$ cat src/pwrirq_pkg.sv
// Package: register map, fields, resets and timing of the power event block
package pwrirq_pkg;

    // Register addresses on the core's special register space
    localparam logic [7:0] ADDR_IRQ_EN_PRIO2  = 8'hA9;
    localparam logic [7:0] ADDR_EVENT_ENABLE  = 8'hEC;
    localparam logic [7:0] ADDR_PERIPHERAL_CONFIGURATION_CFG    = 8'hF4;
    localparam logic [7:0] ADDR_SWITCH_CFG    = 8'hF5;
    localparam logic [7:0] ADDR_EVENT_FLAGS   = 8'hF8;
    localparam logic [7:0] ADDR_CONV_START    = 8'hD8;
    localparam logic [7:0] ADDR_BATT_VALUE    = 8'hDF;

    // Bit positions shared by the flag and enable registers
    localparam int BIT_SWITCHOVER  = 0;
    localparam int BIT_RESTORE     = 1;
    localparam int BIT_MEAS_CHANGE = 2;
    localparam int BIT_BATTERY     = 3;
    localparam int BIT_INPUT_LOW   = 4;
    localparam int BIT_SAG         = 5;
    localparam int BIT_MEAS_READY  = 6;
    localparam int NUM_EVENTS      = 7;

    // Master enable inside the second interrupt enable register
    localparam int BIT_MASTER_EN   = 1;
    // Rail source status inside the peripheral configuration register
    localparam int BIT_RAIL_SOURCE = 6;

    // Reset values
    localparam logic [7:0] RST_IRQ_EN_PRIO2 = 8'h00;
    localparam logic [7:0] RST_EVENT_ENABLE = 8'h00;
    localparam logic [7:0] RST_EVENT_FLAGS  = 8'h00;
    localparam logic [7:0] RST_PERIPHERAL_CONFIGURATION_CFG   = 8'h00;
    localparam logic [7:0] RST_SWITCH_CFG   = 8'h00;

    // Switchover configuration field values
    localparam logic [1:0] CFG_MAIN_ONLY    = 2'h0;
    localparam logic [1:0] CFG_INPUT_LOW    = 2'h1;

    // Switchover and restore delays
    localparam int  CLK_MHZ       = 200;
    localparam int  T_SWITCH_MS   = 30;
    localparam int  T_RESTORE_MS  = 130;
    localparam longint SWITCH_CYC = longint'(T_SWITCH_MS) * 1000 * CLK_MHZ;
    localparam longint RESTORE_CYC = longint'(T_RESTORE_MS) * 1000 * CLK_MHZ;

endpackage // pwrirq_pkg

$ cat src/pwrirq_delay.sv
// Delay timer: qualifies a level that must hold for a programmed time
`timescale 1ns/1ps
module pwrirq_delay #(
    parameter int CYCLES = 6000000,
    parameter int WIDTH  = 24
) (
    // Clock and reset
    input  wire logic i_clk,
    input  wire logic i_reset,
    // Condition and result
    input  wire logic i_cond,
    output logic      o_done
);

    typedef struct packed {
        logic [WIDTH-1:0] cnt;
        logic             done;
    } pwrirq_dly_t;

    pwrirq_dly_t st_q;
    pwrirq_dly_t st_d;

    localparam logic [WIDTH-1:0] LAST = WIDTH'(CYCLES - 1);

    always_comb
    begin
        st_d = st_q;
        // Any drop of the condition restarts the wait
        if (!i_cond)
        begin
            st_d.cnt  = '0;
            st_d.done = 1'b0;
        end
        else if (st_q.cnt == LAST)
            st_d.done = 1'b1;
        else
            st_d.cnt = st_q.cnt + 1'b1;
    end

    always_ff @(posedge i_clk or posedge i_reset)
    begin
        if (i_reset)
            st_q <= '0;
        else
            st_q <= st_d;
    end

    assign o_done = st_q.done;

endmodule // pwrirq_delay

$ cat src/pwrirq_top.sv
// Power supply event interrupt block with rail switchover control
`timescale 1ns/1ps
module pwrirq_top #(
    parameter int SWITCH_CYCLES  = int'(pwrirq_pkg::SWITCH_CYC),
    parameter int RESTORE_CYCLES = int'(pwrirq_pkg::RESTORE_CYC),
    parameter int TIMER_WIDTH    = 25
) (
    // Clock and reset
    input  wire logic       I_MCLK,
    input  wire logic       I_RESET,
    // Special register port from the core
    input  wire logic [7:0] I_REG_ADDR,
    input  wire logic [7:0] I_REG_WDATA,
    input  wire logic       I_REG_WR,
    input  wire logic       I_REG_RD,
    output logic      [7:0] O_REG_RDATA,
    // Analog and measurement event inputs (asynchronous)
    input  wire logic       I_MAIN_LOW,
    input  wire logic       I_INPUT_LOW,
    input  wire logic       I_MEAS_CHANGE,
    input  wire logic       I_MEAS_READY,
    input  wire logic       I_BATT_LOW,
    input  wire logic       I_BATT_RESULT,
    input  wire logic       I_SAG,
    // Outputs
    output logic            O_IRQ,
    output logic            O_CONV_START,
    output logic            O_RAIL_ON_BATTERY
);

    localparam int NE = pwrirq_pkg::NUM_EVENTS;
    localparam int NS = 7;

    typedef enum logic [0:0] {
        PWRIRQ_MAIN    = 1'b0,
        PWRIRQ_BATTERY = 1'b1
    } pwrirq_rail_t;

    typedef struct packed {
        logic [NS-1:0] sync1;
        logic [NS-1:0] sync2;
        logic [NS-1:0] prev;
        logic [7:0]    ie2;
        logic [7:0]    en;
        logic [7:0]    flags;
        logic [1:0]    swcfg;
        logic          swdis;
        pwrirq_rail_t  rail;
        logic          rail_prev;
        logic [7:0]    rdata;
        logic          irq;
        logic          conv;
    } pwrirq_state_t;

    pwrirq_state_t st_q;
    pwrirq_state_t st_d;

    logic switch_done;
    logic restore_done;
    logic input_low_s;
    logic main_low_s;
    logic restore_ok;

    function automatic logic wr_hit(input logic [7:0] a);
        wr_hit = I_REG_WR && (I_REG_ADDR == a);
    endfunction

    assign main_low_s  = st_q.sync2[0];
    assign input_low_s = st_q.sync2[1];

    // Restore needs main good, plus input good when input-low mode is on
    assign restore_ok = !main_low_s &&
        !((st_q.swcfg == pwrirq_pkg::CFG_INPUT_LOW) && input_low_s);

    // Switchover on low input waits the typical qualification time
    pwrirq_delay #(
        .CYCLES (SWITCH_CYCLES),
        .WIDTH  (TIMER_WIDTH)
    ) u_switch_dly (
        .i_clk   (I_MCLK),
        .i_reset (I_RESET),
        .i_cond  (input_low_s &&
                  (st_q.swcfg == pwrirq_pkg::CFG_INPUT_LOW)),
        .o_done  (switch_done)
    );

    pwrirq_delay #(
        .CYCLES (RESTORE_CYCLES),
        .WIDTH  (TIMER_WIDTH)
    ) u_restore_dly (
        .i_clk   (I_MCLK),
        .i_reset (I_RESET),
        .i_cond  (restore_ok && st_q.rail == PWRIRQ_BATTERY),
        .o_done  (restore_done)
    );

    always_comb
    begin
        logic [NS-1:0] raw;
        logic [NS-1:0] rise;
        logic [7:0]    set;
        set  = 8'h00;
        raw  = {I_SAG, I_BATT_RESULT, I_BATT_LOW, I_MEAS_READY,
                I_MEAS_CHANGE, I_INPUT_LOW, I_MAIN_LOW};
        // Only rising edges count, so a lasting condition sets once
        rise = st_q.sync2 & ~st_q.prev;
        st_d = st_q;
        st_d.sync1 = raw;
        st_d.sync2 = st_q.sync1;
        st_d.prev  = st_q.sync2;

        // Rail source selection
        st_d.rail_prev = st_q.rail;
        if (st_q.rail == PWRIRQ_MAIN && !st_q.swdis)
        begin
            if ((st_q.swcfg == pwrirq_pkg::CFG_MAIN_ONLY && main_low_s)
                || (st_q.swcfg == pwrirq_pkg::CFG_INPUT_LOW &&
                    (main_low_s || switch_done)))
                st_d.rail = PWRIRQ_BATTERY;
        end
        else if (st_q.rail == PWRIRQ_BATTERY &&
                 (restore_done || st_q.swdis))
            st_d.rail = PWRIRQ_MAIN;

        // Flag sources; set whatever the enables hold
        set[pwrirq_pkg::BIT_SWITCHOVER] = st_q.rail == PWRIRQ_BATTERY &&
            st_q.rail_prev == PWRIRQ_MAIN;
        set[pwrirq_pkg::BIT_RESTORE] = st_q.rail == PWRIRQ_MAIN &&
            st_q.rail_prev == PWRIRQ_BATTERY;
        set[pwrirq_pkg::BIT_INPUT_LOW]   = rise[1];
        set[pwrirq_pkg::BIT_MEAS_CHANGE] = rise[2];
        set[pwrirq_pkg::BIT_MEAS_READY]  = rise[3];
        set[pwrirq_pkg::BIT_BATTERY]     = rise[4] || rise[5]
            || wr_hit(pwrirq_pkg::ADDR_BATT_VALUE);
        set[pwrirq_pkg::BIT_SAG]         = rise[6];

        // Register writes
        if (wr_hit(pwrirq_pkg::ADDR_IRQ_EN_PRIO2))
            st_d.ie2 = I_REG_WDATA;
        if (wr_hit(pwrirq_pkg::ADDR_EVENT_ENABLE))
            st_d.en = I_REG_WDATA;
        if (wr_hit(pwrirq_pkg::ADDR_SWITCH_CFG))
        begin
            st_d.swcfg = I_REG_WDATA[1:0];
            st_d.swdis = I_REG_WDATA[1];
        end
        // Software only clears: written zeros drop flags, ones are ignored
        if (wr_hit(pwrirq_pkg::ADDR_EVENT_FLAGS))
            st_d.flags = st_q.flags & I_REG_WDATA;
        // Set wins over a clear in the same cycle
        st_d.flags = st_d.flags | set;
        st_d.flags[7] = 1'b0;

        // Conversion start pulse on a write to the start register
        st_d.conv = wr_hit(pwrirq_pkg::ADDR_CONV_START);

        // Shared request
        st_d.irq = st_q.ie2[pwrirq_pkg::BIT_MASTER_EN] &&
            |(st_q.flags[NE-1:0] & st_q.en[NE-1:0]);

        // Read data
        st_d.rdata = 8'h00;
        if (I_REG_RD)
        begin
            case (I_REG_ADDR)
                pwrirq_pkg::ADDR_IRQ_EN_PRIO2: st_d.rdata = st_q.ie2;
                pwrirq_pkg::ADDR_EVENT_ENABLE: st_d.rdata = st_q.en;
                pwrirq_pkg::ADDR_EVENT_FLAGS:  st_d.rdata = st_q.flags;
                pwrirq_pkg::ADDR_SWITCH_CFG:
                    st_d.rdata = {6'h00, st_q.swcfg};
                pwrirq_pkg::ADDR_PERIPHERAL_CONFIGURATION_CFG:
                    st_d.rdata[pwrirq_pkg::BIT_RAIL_SOURCE] =
                        (st_q.rail == PWRIRQ_MAIN);
                default: st_d.rdata = 8'h00;
            endcase
        end
    end

    always_ff @(posedge I_MCLK or posedge I_RESET)
    begin
        if (I_RESET)
        begin
            st_q           <= '0;
            st_q.ie2       <= pwrirq_pkg::RST_IRQ_EN_PRIO2;
            st_q.en        <= pwrirq_pkg::RST_EVENT_ENABLE;
            st_q.flags     <= pwrirq_pkg::RST_EVENT_FLAGS;
            st_q.swcfg     <= pwrirq_pkg::RST_SWITCH_CFG[1:0];
            st_q.swdis     <= pwrirq_pkg::RST_SWITCH_CFG[1];
            st_q.rail      <= PWRIRQ_MAIN;
            st_q.rail_prev <= 1'b0;
        end
        else
            st_q <= st_d;
    end

    assign O_REG_RDATA       = st_q.rdata;
    assign O_IRQ             = st_q.irq;
    assign O_CONV_START      = st_q.conv;
    assign O_RAIL_ON_BATTERY = st_q.rail;

endmodule // pwrirq_top

$ cat config.mk
export PLATFORM = sky130hd
export DESIGN_NAME = pwrirq_top
export DESIGN_NICKNAME = d
export VERILOG_FILES = /design/src/pwrirq_pkg.sv /design/src/pwrirq_delay.sv /design/src/pwrirq_top.sv
export SDC_FILE = /design/constraint.sdc
export NUM_CORES = 1
export LEC_CHECK = 0
export BUFFER_PORTS_ARGS = -buffer_cell sky130_fd_sc_hd__buf_4
export CORE_MARGIN = 1
export CORE_UTILIZATION = 54
export CTS_CLUSTER_DIAMETER = 100
export DETAILED_ROUTE_END_ITERATION = 12
export PLACE_DENSITY = 0.78
export RECOVER_POWER = 50
export REMOVE_ABC_BUFFERS = 1
export SETUP_SLACK_MARGIN = 0.3
export SYNTH_ARGS = -nofsm -noshare
export SYNTH_HDL_FRONTEND = slang
export SYNTH_SLANG_ARGS = --single-unit
$ cat constraint.sdc
create_clock -name I_MCLK -period 3.1 [get_ports I_MCLK]
set_input_delay 0 -clock I_MCLK [delete_from_list [all_inputs] [get_ports I_MCLK]]
set_output_delay 0 -clock I_MCLK [all_outputs]
set_load 0.03 [all_outputs]
; ---- After elaboration in Yosys (flattened, before gate mapping)
; Cells that the tools add are included.
[totals]
register_bits = 111
word_cells = 83
in_bits = 27
output_inout_bits = 11
[op_classes]
n_eq_ne = 15
n_reduce_logical = 28
mux = 14
add_sub_neg = 2
bitwise_logic = 7
[ops]
columns = cell, n
row1 = == test 8 bit (second input constant), 7
row2 = two-way mux 26 bit, 2
row3 = adder 25 x 1 -> 25 bit (second input constant), 2
row4 = two-way mux 25 bit, 2
row5 = == test 25 x 23 -> 1 bit (second input constant), 1
row6 = == test 25 bit (second input constant), 1
row7 = case mux 6 bit (4 select lines), 1
row8 = AND 7 bit, 3
row9 = logical AND 1 bit, 16
row10 = two-way mux 8 bit, 1
row11 = != test 2 bit (second input constant), 4
row12 = two-way mux 7 bit, 1
row13 = inverter 7 bit, 1
row14 = OR 7 bit, 1
row15 = OR reduction 7 bit, 1
row16 = logical OR 1 bit, 5
row17 = two-way mux 1 bit, 5
row18 = case mux 1 bit (4 select lines), 1
row19 = logical NOT 1 bit, 3
row20 = == test 2 x 1 -> 1 bit (second input constant), 1
row21 = logical NOT 2 bit, 1
row22 = != test 2 x 1 -> 1 bit (second input constant), 1
row23 = inverter 1 bit, 2
row24 = case mux 1 bit (2 select lines), 1
row25 = other kinds (2), 2

; ---- Depth between registers and ports, before layout
; Gate-level depths: netlist of run 1.
[logic_depth]
word_depth = 6
ltp_mapped = 6
depth_no_buf = 5

; ---- Modules after synthesis
; A second synthesis of run 1 with hierarchy kept.
[hier_totals]
hier_cells = 440
area_unflattened_um2 = 5093.6
[modules_own_cells]
columns = module, area_per_inst_um2, cells_each, seq_area_each_um2, instances
row1 = pwrirq_top, 2280.9, 170, 1426.4, 1
row2 = pwrirq_delay at u_restore_dly, 1408.9, 133, 650.6, 1
row3 = pwrirq_delay at u_switch_dly, 1403.8, 137, 650.6, 1

; ---- Worst setup path after synthesis of run 1
; Ideal clock, no wire load.
[synth_timing]
path_type = register -> register
startpoint = register u_restore_dly.st_q[1] (netlist bit)
endpoint = register u_restore_dly.st_q[21] (netlist bit)
stages_incl_launch_ff = 7
setup_time_ns = 0.078
required_time_ns = 3.022
path_slack_ns = 1.229
path_buffers = 1
synth_period_minus_slack_ns = 1.871
t_arrival_ns = 1.793
path_cell_list = dfrtp_1 -> ha_1 -> nand2_1 -> or3_1 -> buf_2 -> or4_1 -> a21oi_1
[synth_between]
elab_chain_len = 3
[synth_rtl]
columns = element, line_no
row1 = "start, declared", pwrirq_delay.sv:20  ; pwrirq_dly_t st_q;
row2 = "start signal, assigned", pwrirq_delay.sv:45  ; st_q <= st_d;
row3 = adder 25 x 1 -> 25 bit, pwrirq_delay.sv:37  ; st_d.cnt = st_q.cnt + 1'b1;
row4 = two-way mux 25 bit, pwrirq_delay.sv:34  ; else if (st_q.cnt == LAST)
row5 = two-way mux 26 bit, pwrirq_delay.sv:29  ; if (!i_cond)
; Parallel ways exist; a longest one is shown, timed or not. The select of a mux whose other input is x is not followed.
; A chain may end at the register's enable or synchronous reset.

; ---- Worst setup path after layout of run 1
[layout_timing]
startpoint = register u_restore_dly.st_q[3] (netlist bit)
endpoint = register u_restore_dly.st_q[25] (netlist bit)
; Same word-level chain as after synthesis.

==> flow_summary.toml, run 1 <==
[setup_path]
worstSetupStartpointType = "register"
cp-end-kind = "register"
critPathRequiredTime_ns = 3.39
crit_arrival_ns = 2.47
critical_path_class = "register to register"
crit_fanout = 14

[timing]
fin_crit_ns = 2.18
relSlewSlack = -0.413
finClkSkew_ns = 0.0124
tightest_slew_ns = 2.12
maxSlewViolCount = 61
tns_ns = 0
finalCritPeriodShare = 0.704
hold_violations = 0
setup_viol = 0
fmax_ghz = 0.458
rsz0062_at_grt = "false"

[floorplan]
start_util = 0.554
dieHeight_microns = 99.1
core-area_sq_um = 9200
die-width_microns = 99.1
rows = 35
ios = 38
dieArea_sq_um = 9830

[synthesis]
avgSynthCellArea_sq_um = 10.5
synth-seq-cells = 109
yosys_warnings = 0
async_flop_share = 1.00
synth_top_flop_cell = "dfrtp_1"
syn-cell-area_sq_um = 5090
synth_top_area_frac = 0.535
syn_inst = 484
synth_largest_area_cell = "dfrtp_1"
synth_edf_count = 0
ys_seq_area_frac = 0.535
synth.area.top_cells = "dfrtp_1 (54%), mux2_2 (4.0%), a21oi_1 (3.2%), o31ai_1 (2.5%), or4_1 (2.5%)"
synth_cell_type_count = 50

[detailed_routing]
drtIter0Drc = 244
drt-total-wl_mm = 10.4
detail_route.wl_per_cell_microns = 16.1
drc = 0
vias_per_cell = 6.09
vias = 3931
first_pass_iters = 4
drtAntennaViolNets = 0

[global_routing]
grtUsageMet1 = 0.290
grt_overflow = 0
grt_antenna_before_repair = 0
grt_usage = 0.227
first_global_vias = 3834
use_met3 = 0.0267
grt_max_degree = 61
use_met2 = 0.392
top_usage_layer = "met2"
grt_pass1_wl_mm = 17.8

[outcome]
violations = "max-capacitance violations, max-slew violations"
status = "complete, but fails checks"

[layout]
nets = 559
stdcell_area_sq_um = 5760
final.fill_count = 756
diodes = 0
drive_gt1_frac = 0.129
area_growth_syn_to_layout_pct = 13.0

[place]
place.gp.congestion = 0.840
dp_hpwl_mm = 7.17
placed_area_sq_um = 5410
portBuffers = 37

[clocking]
numClockSinks = 109
htreeDepth = 3
worstSkewPairLatency_ns = 0.38
cts-resized-gates = 0
postCtsHoldBufs = 21
clock_path_buffers = 2
cts_setup_buffers = 0
numCtsBuffers = 9
path_clk_slew_ns = 0.10
cts_tree = "built"
cts-root-buf = "clkbuf_8"

[power]
ir_drop_v = 0.000233
leakage_uw = 0.00232
power_density_nw_per_um2 = 424

[run]
maxCapViolations = 1

[min_path]
hp-class = "primary input to register"
==> layer usage <==
layer / routed length, microns / up-vias / share of wire
li1: - / 1885 / -
met1: 4660 / 1913 / 0.45
met2: 5180 / 117 / 0.50
met3: 396 / 16 / 0.038
met4: 169 / 0 / 0.016
met5: 0 / - / 0
==> metrics by stage <==
step	hold WS (ns)	setup slack, ns	total power [uW]	util	cells
finish	0.0399	0.917	2440	0.626	645
global route	0.0519	0.434	2530	0.626	645
CTS	0.0275	0.945	2460	0.631	645
detailed placement	0.111	0.925	1640	0.588	609
global placement	0.110	1.04	1640	0.588	609
floorplan	0.0314	0.226	1570	-	457
==> cells by family after synthesis <==
logic type,share of synthesized area
compound gates,0.133
xor+xnor,0.0241
fa+ha+maj,0.00491
buf+inv,0.0383
flops,0.535
mux,0.0535
simple gates,0.210
==> synth_stat cells (4+ instances only) <==
cell and n:
nand2_1 33, clkbuf_1 16, nor4_1 8, and3_1 7, o21ai_0 24, o31ai_1 17
a211oi_1 4, mux2_2 18, nor3_1 13, nand2b_1 8, a22oi_1 6, nand3_1 25
nand3b_1 4, or3_1 11, dfrtp_1 109, a22o_1 6, nand4_1 9, or4_1 17
mux2i_1 7, a21oi_1 33, and4_1 6, nor2_1 22, inv_1 16, xnor2_1 13
buf_4 8, nor4b_1 4
==> worst max-delay path, cell delays in order (launching register included) <==
cell     delay, ns
dfrtp_1       0.44
nand4_2       0.33
or3_1         0.61
or4_1         0.55
a21oi_1       0.16
==> path summary, 6_finish.rpt <==
path | startpoint | endpoint | slack, ns | cells after the start
worst max-delay path | u_restore_dly.st_q[3] | u_restore_dly.st_q[25] | 0.92 | 4
worst min-delay path | I_REG_ADDR[5] | st_q[18] | 0.04 | 3
worst max register to register | u_restore_dly.st_q[3] | u_restore_dly.st_q[25] | 0.92 | 4
worst min register to register | st_d[48] | st_d[41] | 0.36 | 0
max in group asynchronous | I_RESET | u_switch_dly.st_q[2] | 0.93 | 4
min in group asynchronous | I_RESET | st_d[50] | 0.88 | 3
==> area by class of cell <==
class | count | area [sq um] | share of cell area
clock buffer | 9 | 124 | 0.0215
inverter | 16 | 60.1 | 0.0104
tap | 111 | 139 | 0.0241
sequential | 109 | 2730 | 0.474
clock inverter | 6 | 56.3 | 0.00978
multi-input combinational | 332 | 2170 | 0.377
timing repair buffer | 62 | 477 | 0.0828
==> flip-flops by register name, summed over array words and instances (netlist names), 8 cells and up <==
signal and count:
O_REG_RDATA 8, u_switch_dly.st_q 25, u_restore_dly.st_q 25, st_d 12, st_q 32
==> report_power, final <==
part	total (uW)	leakage (uW)	internal (uW)	switching [uW]
Sequential	1480	0.00143	1450	23.3
Clock	809	0.0000901	306	503
Combinational	154	0.000806	70.4	83.7
==> cells in the final DEF (no fill, tap or decap), types with 17 or more instances in the layout <==
cell,Yosys,layout
dfrtp_1,109,109
nand2_1,33,33
a21oi_1,33,33
nand3_1,25,25
o21ai_0,24,24
nor2_1,22,22
buf_4,8,22
dlygate4sd3_1,0,21
mux2_2,18,18
o31ai_1,17,17
or4_1,17,17
(Power assumes the default switching activity.)
==> run 2, diff against run 1 <==
==> constraint.sdc (replaced) <==
create_clock -name I_MCLK -period 1.93 [get_ports I_MCLK]
set_input_delay 0 -clock I_MCLK [delete_from_list [all_inputs] [get_ports I_MCLK]]
set_output_delay 0 -clock I_MCLK [all_outputs]
set_load 0.03 [all_outputs]
==> flow_summary.toml, run 2 (same netlist as run 1, synthesis figures left out) <==
[clocking]
htreeDepth = 3
worstSkewPairLatency_ns = 0.38
cts-root-buf = "clkbuf_8"
numCtsBuffers = 9
path_clk_slew_ns = 0.11
clock_path_buffers = 2
numClockSinks = 109
cts_tree = "built"

[detailed_routing]
vias_per_cell = 6.38
detail_route.wl_per_cell_microns = 18.6
first_pass_iters = 8
drc = 0
vias = 4469
drtAntennaViolNets = 0
drt-total-wl_mm = 13.0
drtIter0Drc = 414

[setup_path]
cp-end-kind = "register"
critPathRequiredTime_ns = 2.18
cpPeakStageDelay_ns = 0.57
crit_fanout = 3
worstPathCellList = "or4b_4 -> or4_4 -> o21ai_2 -> a21oi_1"
critical_path_class = "register to register"
crit_arrival_ns = 2.13
ff2ff_path_depth = 4
crit_slowest_cell = "or4_4"
ff2ff_setup_slack_ns = 0.05
reg2reg_from = "u_restore_dly.st_q[9]"
r2r_end = "u_restore_dly.st_q[8]"
worstSetupStartpointType = "register"
crit_buf_inv = 0
cpLargestDelayFamily = "simple AND/OR/NAND/NOR gates"

[min_path]
hold_end = "st_q[14]"
holdPathStages = 3
hp-class = "primary input to register"
hold_start = "I_REG_WR"

[layout]
area_growth_syn_to_layout_pct = 27.9
nets = 614
mostFrequentLayoutCell = "dfrtp_1"
final_cell_mix = "dfrtp_1 (106), buf_4 (62), nand2_1 (32)"
top_regs = "st_q x32, u_restore_dly.st_q x25, u_switch_dly.st_q x25"
stdcell_area_sq_um = 6520
regMostFlops = "st_q"
largest_reg_flops = 32
drive_gt1_frac = 0.314
diodes = 0

[global_routing]
grt_pass1_wl_mm = 19.4
grt_usage = 0.249
first_global_vias = 4180
grt_max_degree = 55
grt_antenna_before_repair = 0
grt_overflow = 0

[timing]
finalCritPeriodShare = 0.972
finClkSkew_ns = 0.0143
setup_viol = 0
fin_crit_ns = 1.88
rsz0062_at_grt = "true"
hold_violations = 0
tightest_slew_ns = 0.839
relSlewSlack = 0.440
fmax_ghz = 0.533
tns_ns = 0
maxSlewViolCount = 0

[place]
placed_area_sq_um = 5620
place.gp.congestion = 0.921
dp_hpwl_mm = 7.34
portBuffers = 37

[outcome]
status = "complete, no violations"

[power]
leakage_uw = 0.00267
power_density_nw_per_um2 = 613
ir_drop_v = 0.000410

[floorplan]
die-width_microns = 99.1
core-area_sq_um = 9200
start_util = 0.554
rows = 35
dieArea_sq_um = 9830
ios = 38
dieHeight_microns = 99.1

[run]
maxCapViolations = 0
run 2: cell types whose count changed in the layout (fill, tap and decap cells not counted), moves of 7 or more:
cell	before	now
buf_4	22	62
a21oi_1	33	20
a21oi_2	0	13
buf_6	0	11
or4_1	17	7
or4_4	0	10
o31ai_1	17	10
run 2: final cells by class:
class / instances / area, sq um
fill: 606 / 2680
tap: 111 / 139
timing repair buffer: 117 / 933
clock inverter: 6 / 53.8
clock buffer: 9 / 124
inverter: 16 / 60.1
sequential: 109 / 2730
multi-input combinational: 332 / 2470
run 2: how the worst max path moves through the flow:
stage,depth (start not counted),startpoint,end,slack (ns)
detailed placement,4,u_restore_dly.st_q[9],u_restore_dly.st_q[8],0.02
finish,4,u_restore_dly.st_q[9],u_restore_dly.st_q[8],0.05
global route,6,u_restore_dly.st_q[9],u_restore_dly.st_q[2],0.007
CTS,4,u_restore_dly.st_q[22],u_restore_dly.st_q[2],0.12
floorplan,1,I_RESET,O_CONV_START,-0.94
global placement,4,u_restore_dly.st_q[9],u_restore_dly.st_q[2],0.06
run 2: metrics by stage:
step / hold WS [ns] / total power (uW) / instances / setup WS (ns) / utilization
finish: 0.0436 / 4000 / 700 / 0.0532 / 0.708
global route: 0.0551 / 4130 / 700 / 0.00654 / 0.708
CTS: 0.0305 / 3980 / 693 / 0.115 / 0.687
detailed placement: 0.0728 / 2650 / 635 / 0.0196 / 0.611
global placement: 0.0602 / 2640 / 635 / 0.0556 / 0.611
floorplan: 0.0314 / 2530 / 457 / -0.944 / -
run 2: where the power goes:
group / leakage (uW) / switching, uW / internal, uW / total (uW)
clock network: 0.0000886 / 837 / 489 / 1330
logic: 0.00116 / 159 / 142 / 301
registers: 0.00142 / 34.6 / 2330 / 2370
total: 0.00267 / 1030 / 2970 / 4000
run 2: worst reg2reg max path, cell delays in order, from the launching register on:
cell and delay [ns]:
dfrtp_1 0.41, or4b_4 0.55, or4_4 0.57, o21ai_2 0.14, a21oi_1 0.09
run 2: timing repair:
action | CTS | global route
setup endpoints to repair | 38 | 43
hold buffers | 21 | 0
pin swaps | 38 | 16
setup buffers | 21 | 7
endpoints found under the hold margin | 76 | 0
gates resized for setup | 43 | 47
cloned | 1 | 0
run 2: metal layers:
layer,part of all wire,routed length (microns),GRT usage,up-vias
li1,-,-,-,2006
met1,0.42,5420,0.326,2195
met2,0.49,6450,0.411,220
met3,0.058,750,0.0387,48
met4,0.031,405,0.119,0
met5,0,0,0,-
==> run 3, diff against run 2 <==
--- a/config.mk
+++ b/config.mk
@@ -7,10 +7,10 @@
 export LEC_CHECK = 0
 export BUFFER_PORTS_ARGS = -buffer_cell sky130_fd_sc_hd__buf_4
 export CORE_MARGIN = 1
-export CORE_UTILIZATION = 54
+export CORE_UTILIZATION = 60
 export CTS_CLUSTER_DIAMETER = 100
 export DETAILED_ROUTE_END_ITERATION = 12
-export PLACE_DENSITY = 0.78
+export PLACE_DENSITY = 0.82
 export RECOVER_POWER = 50
 export REMOVE_ABC_BUFFERS = 1
 export SETUP_SLACK_MARGIN = 0.3
==> constraint.sdc (replaced) <==
create_clock -name I_MCLK -period 2.1 [get_ports I_MCLK]
set_input_delay 0 -clock I_MCLK [delete_from_list [all_inputs] [get_ports I_MCLK]]
set_output_delay 0 -clock I_MCLK [all_outputs]
set_load 0.03 [all_outputs]
==> flow_summary.toml, run 3 (same netlist as run 1, synthesis figures left out) <==
[setup_path]
critical_path_class = "register to register"
ff2ff_setup_slack_ns = 0.18
critPathRequiredTime_ns = 2.35
cpPeakStageDelay_ns = 0.57
worstPathCellList = "or4b_4 -> or4_4 -> o21ai_2 -> a21oi_1"
ff2ff_path_depth = 4
crit_arrival_ns = 2.17
crit_buf_inv = 0
crit_slowest_cell = "or4_4"
r2r_end = "u_restore_dly.st_q[8]"
cpLargestDelayFamily = "simple AND/OR/NAND/NOR gates"
worstSetupStartpointType = "register"
cp-end-kind = "register"
crit_fanout = 3
reg2reg_from = "u_restore_dly.st_q[11]"

[floorplan]
dieHeight_microns = 94.2
rows = 33
core-area_sq_um = 8220
dieArea_sq_um = 8860
die-width_microns = 94.2
start_util = 0.620
ios = 38

[global_routing]
grt_usage = 0.279
grt_antenna_before_repair = 0
grt_overflow = 0
grt_pass1_wl_mm = 19.2
grt_max_degree = 52
first_global_vias = 4123

[layout]
area_growth_syn_to_layout_pct = 21.2
top_regs = "st_q x32, u_restore_dly.st_q x25, u_switch_dly.st_q x25"
regMostFlops = "st_q"
stdcell_area_sq_um = 6170
final_cell_mix = "dfrtp_1 (105), buf_4 (46), nand2_1 (30)"
diodes = 0
mostFrequentLayoutCell = "dfrtp_1"
largest_reg_flops = 32
nets = 588
final_cells = 669
final.fill_count = 504
drive_gt1_frac = 0.238

[timing]
tightest_slew_ns = 1.10
hold_violations = 0
rsz0062_at_grt = "true"
relSlewSlack = 0.266
finalCritPeriodShare = 0.915
fmax_ghz = 0.520
finClkSkew_ns = 0.0125
maxSlewViolCount = 0
fin_crit_ns = 1.92
setup_ws_ns = 0.178
whs_ns = 0.0487
setup_viol = 0

[detailed_routing]
vias = 4358
drtIter0Drc = 394
first_pass_iters = 7
drtAntennaViolNets = 0
detail_route.wl_per_cell_microns = 18.3
drc = 0
vias_per_cell = 6.51
drt-total-wl_mm = 12.3

[power]
total_power_uw = 3700
power_density_nw_per_um2 = 600
ir_drop_v = 0.000389
leakage_uw = 0.00252

[clocking]
numCtsBuffers = 9
numClockSinks = 109
clock_path_buffers = 2
cts-root-buf = "clkbuf_8"
path_clk_slew_ns = 0.11
worstSkewPairLatency_ns = 0.36
cts_tree = "built"
htreeDepth = 3

[place]
dp_hpwl_mm = 7.57
placed_cells = 612
place_ws_ns = 0.0344
portBuffers = 37
placed_area_sq_um = 5490
place.gp.congestion = 0.877

[min_path]
hp-class = "primary input to register"
hold_end = "st_q[18]"
holdPathStages = 3
hold_start = "I_REG_ADDR[5]"

[outcome]
status = "complete, no violations"

[run]
maxCapViolations = 0
## run 3: final cells by class
cell class                 instances  area (sq um)  share of cell area
clock buffer                      10           138              0.0223
clock inverter                     6          60.1             0.00973
inverter                          16          60.1             0.00973
multi-input combinational        332          2310               0.375
sequential                       109          2730               0.443
tap                              105           131              0.0213
timing repair buffer              91           738               0.120
## run 3: worst max path at each step
stage                      startpoint                      to  depth (start not counted)
6_report       u_restore_dly.st_q[11]   u_restore_dly.st_q[8]                          4
5_1_grt        u_restore_dly.st_q[11]   u_restore_dly.st_q[8]                          4
4_1_cts         u_restore_dly.st_q[2]  u_restore_dly.st_q[23]                          5
3_5_place_dp    u_restore_dly.st_q[2]  u_restore_dly.st_q[23]                          5
3_3_place_gp    u_restore_dly.st_q[2]  u_restore_dly.st_q[19]                          5
2_1_floorplan                 I_RESET            O_CONV_START                          1
## run 3: metal layers
metal,GRT usage,share of wire,vias to the layer above
li1,-,-,1946
met1,0.357,0.40,2164
met2,0.460,0.51,214
met3,0.0421,0.060,34
met4,0.138,0.027,0
met5,0,0,-
## run 3: report_power, final
group	switching, uW	internal [uW]
registers	38.4	2150
clock network	752	494
logic	142	131
## run 3: metrics by stage
| step | setup TNS, ns | utilization |
|---|---|---|
| global route | 0 | 0.751 |
| global placement | 0 | 0.669 |
| detailed placement | 0 | 0.669 |
| floorplan | -84.36 | - |
| finish | 0 | 0.751 |
| CTS | 0 | 0.737 |
## run 3: worst reg2reg max path: cells and delay by family (launching register included)
family	cells	cell delay, ns
AND/OR/NAND/NOR	2	1.14
flip-flops	1	0.43
AO/OA/AOI/OAI	2	0.26
## run 3: repair_timing
action                                 4_1_cts  5_1_grt
hold buffers                                21        0
cloned                                       0        0
pin swaps                                   12        9
buffers inserted                            13        7
setup endpoints to repair                   24       44
endpoints found under the hold margin       86        0
gates resized for setup                     16       27
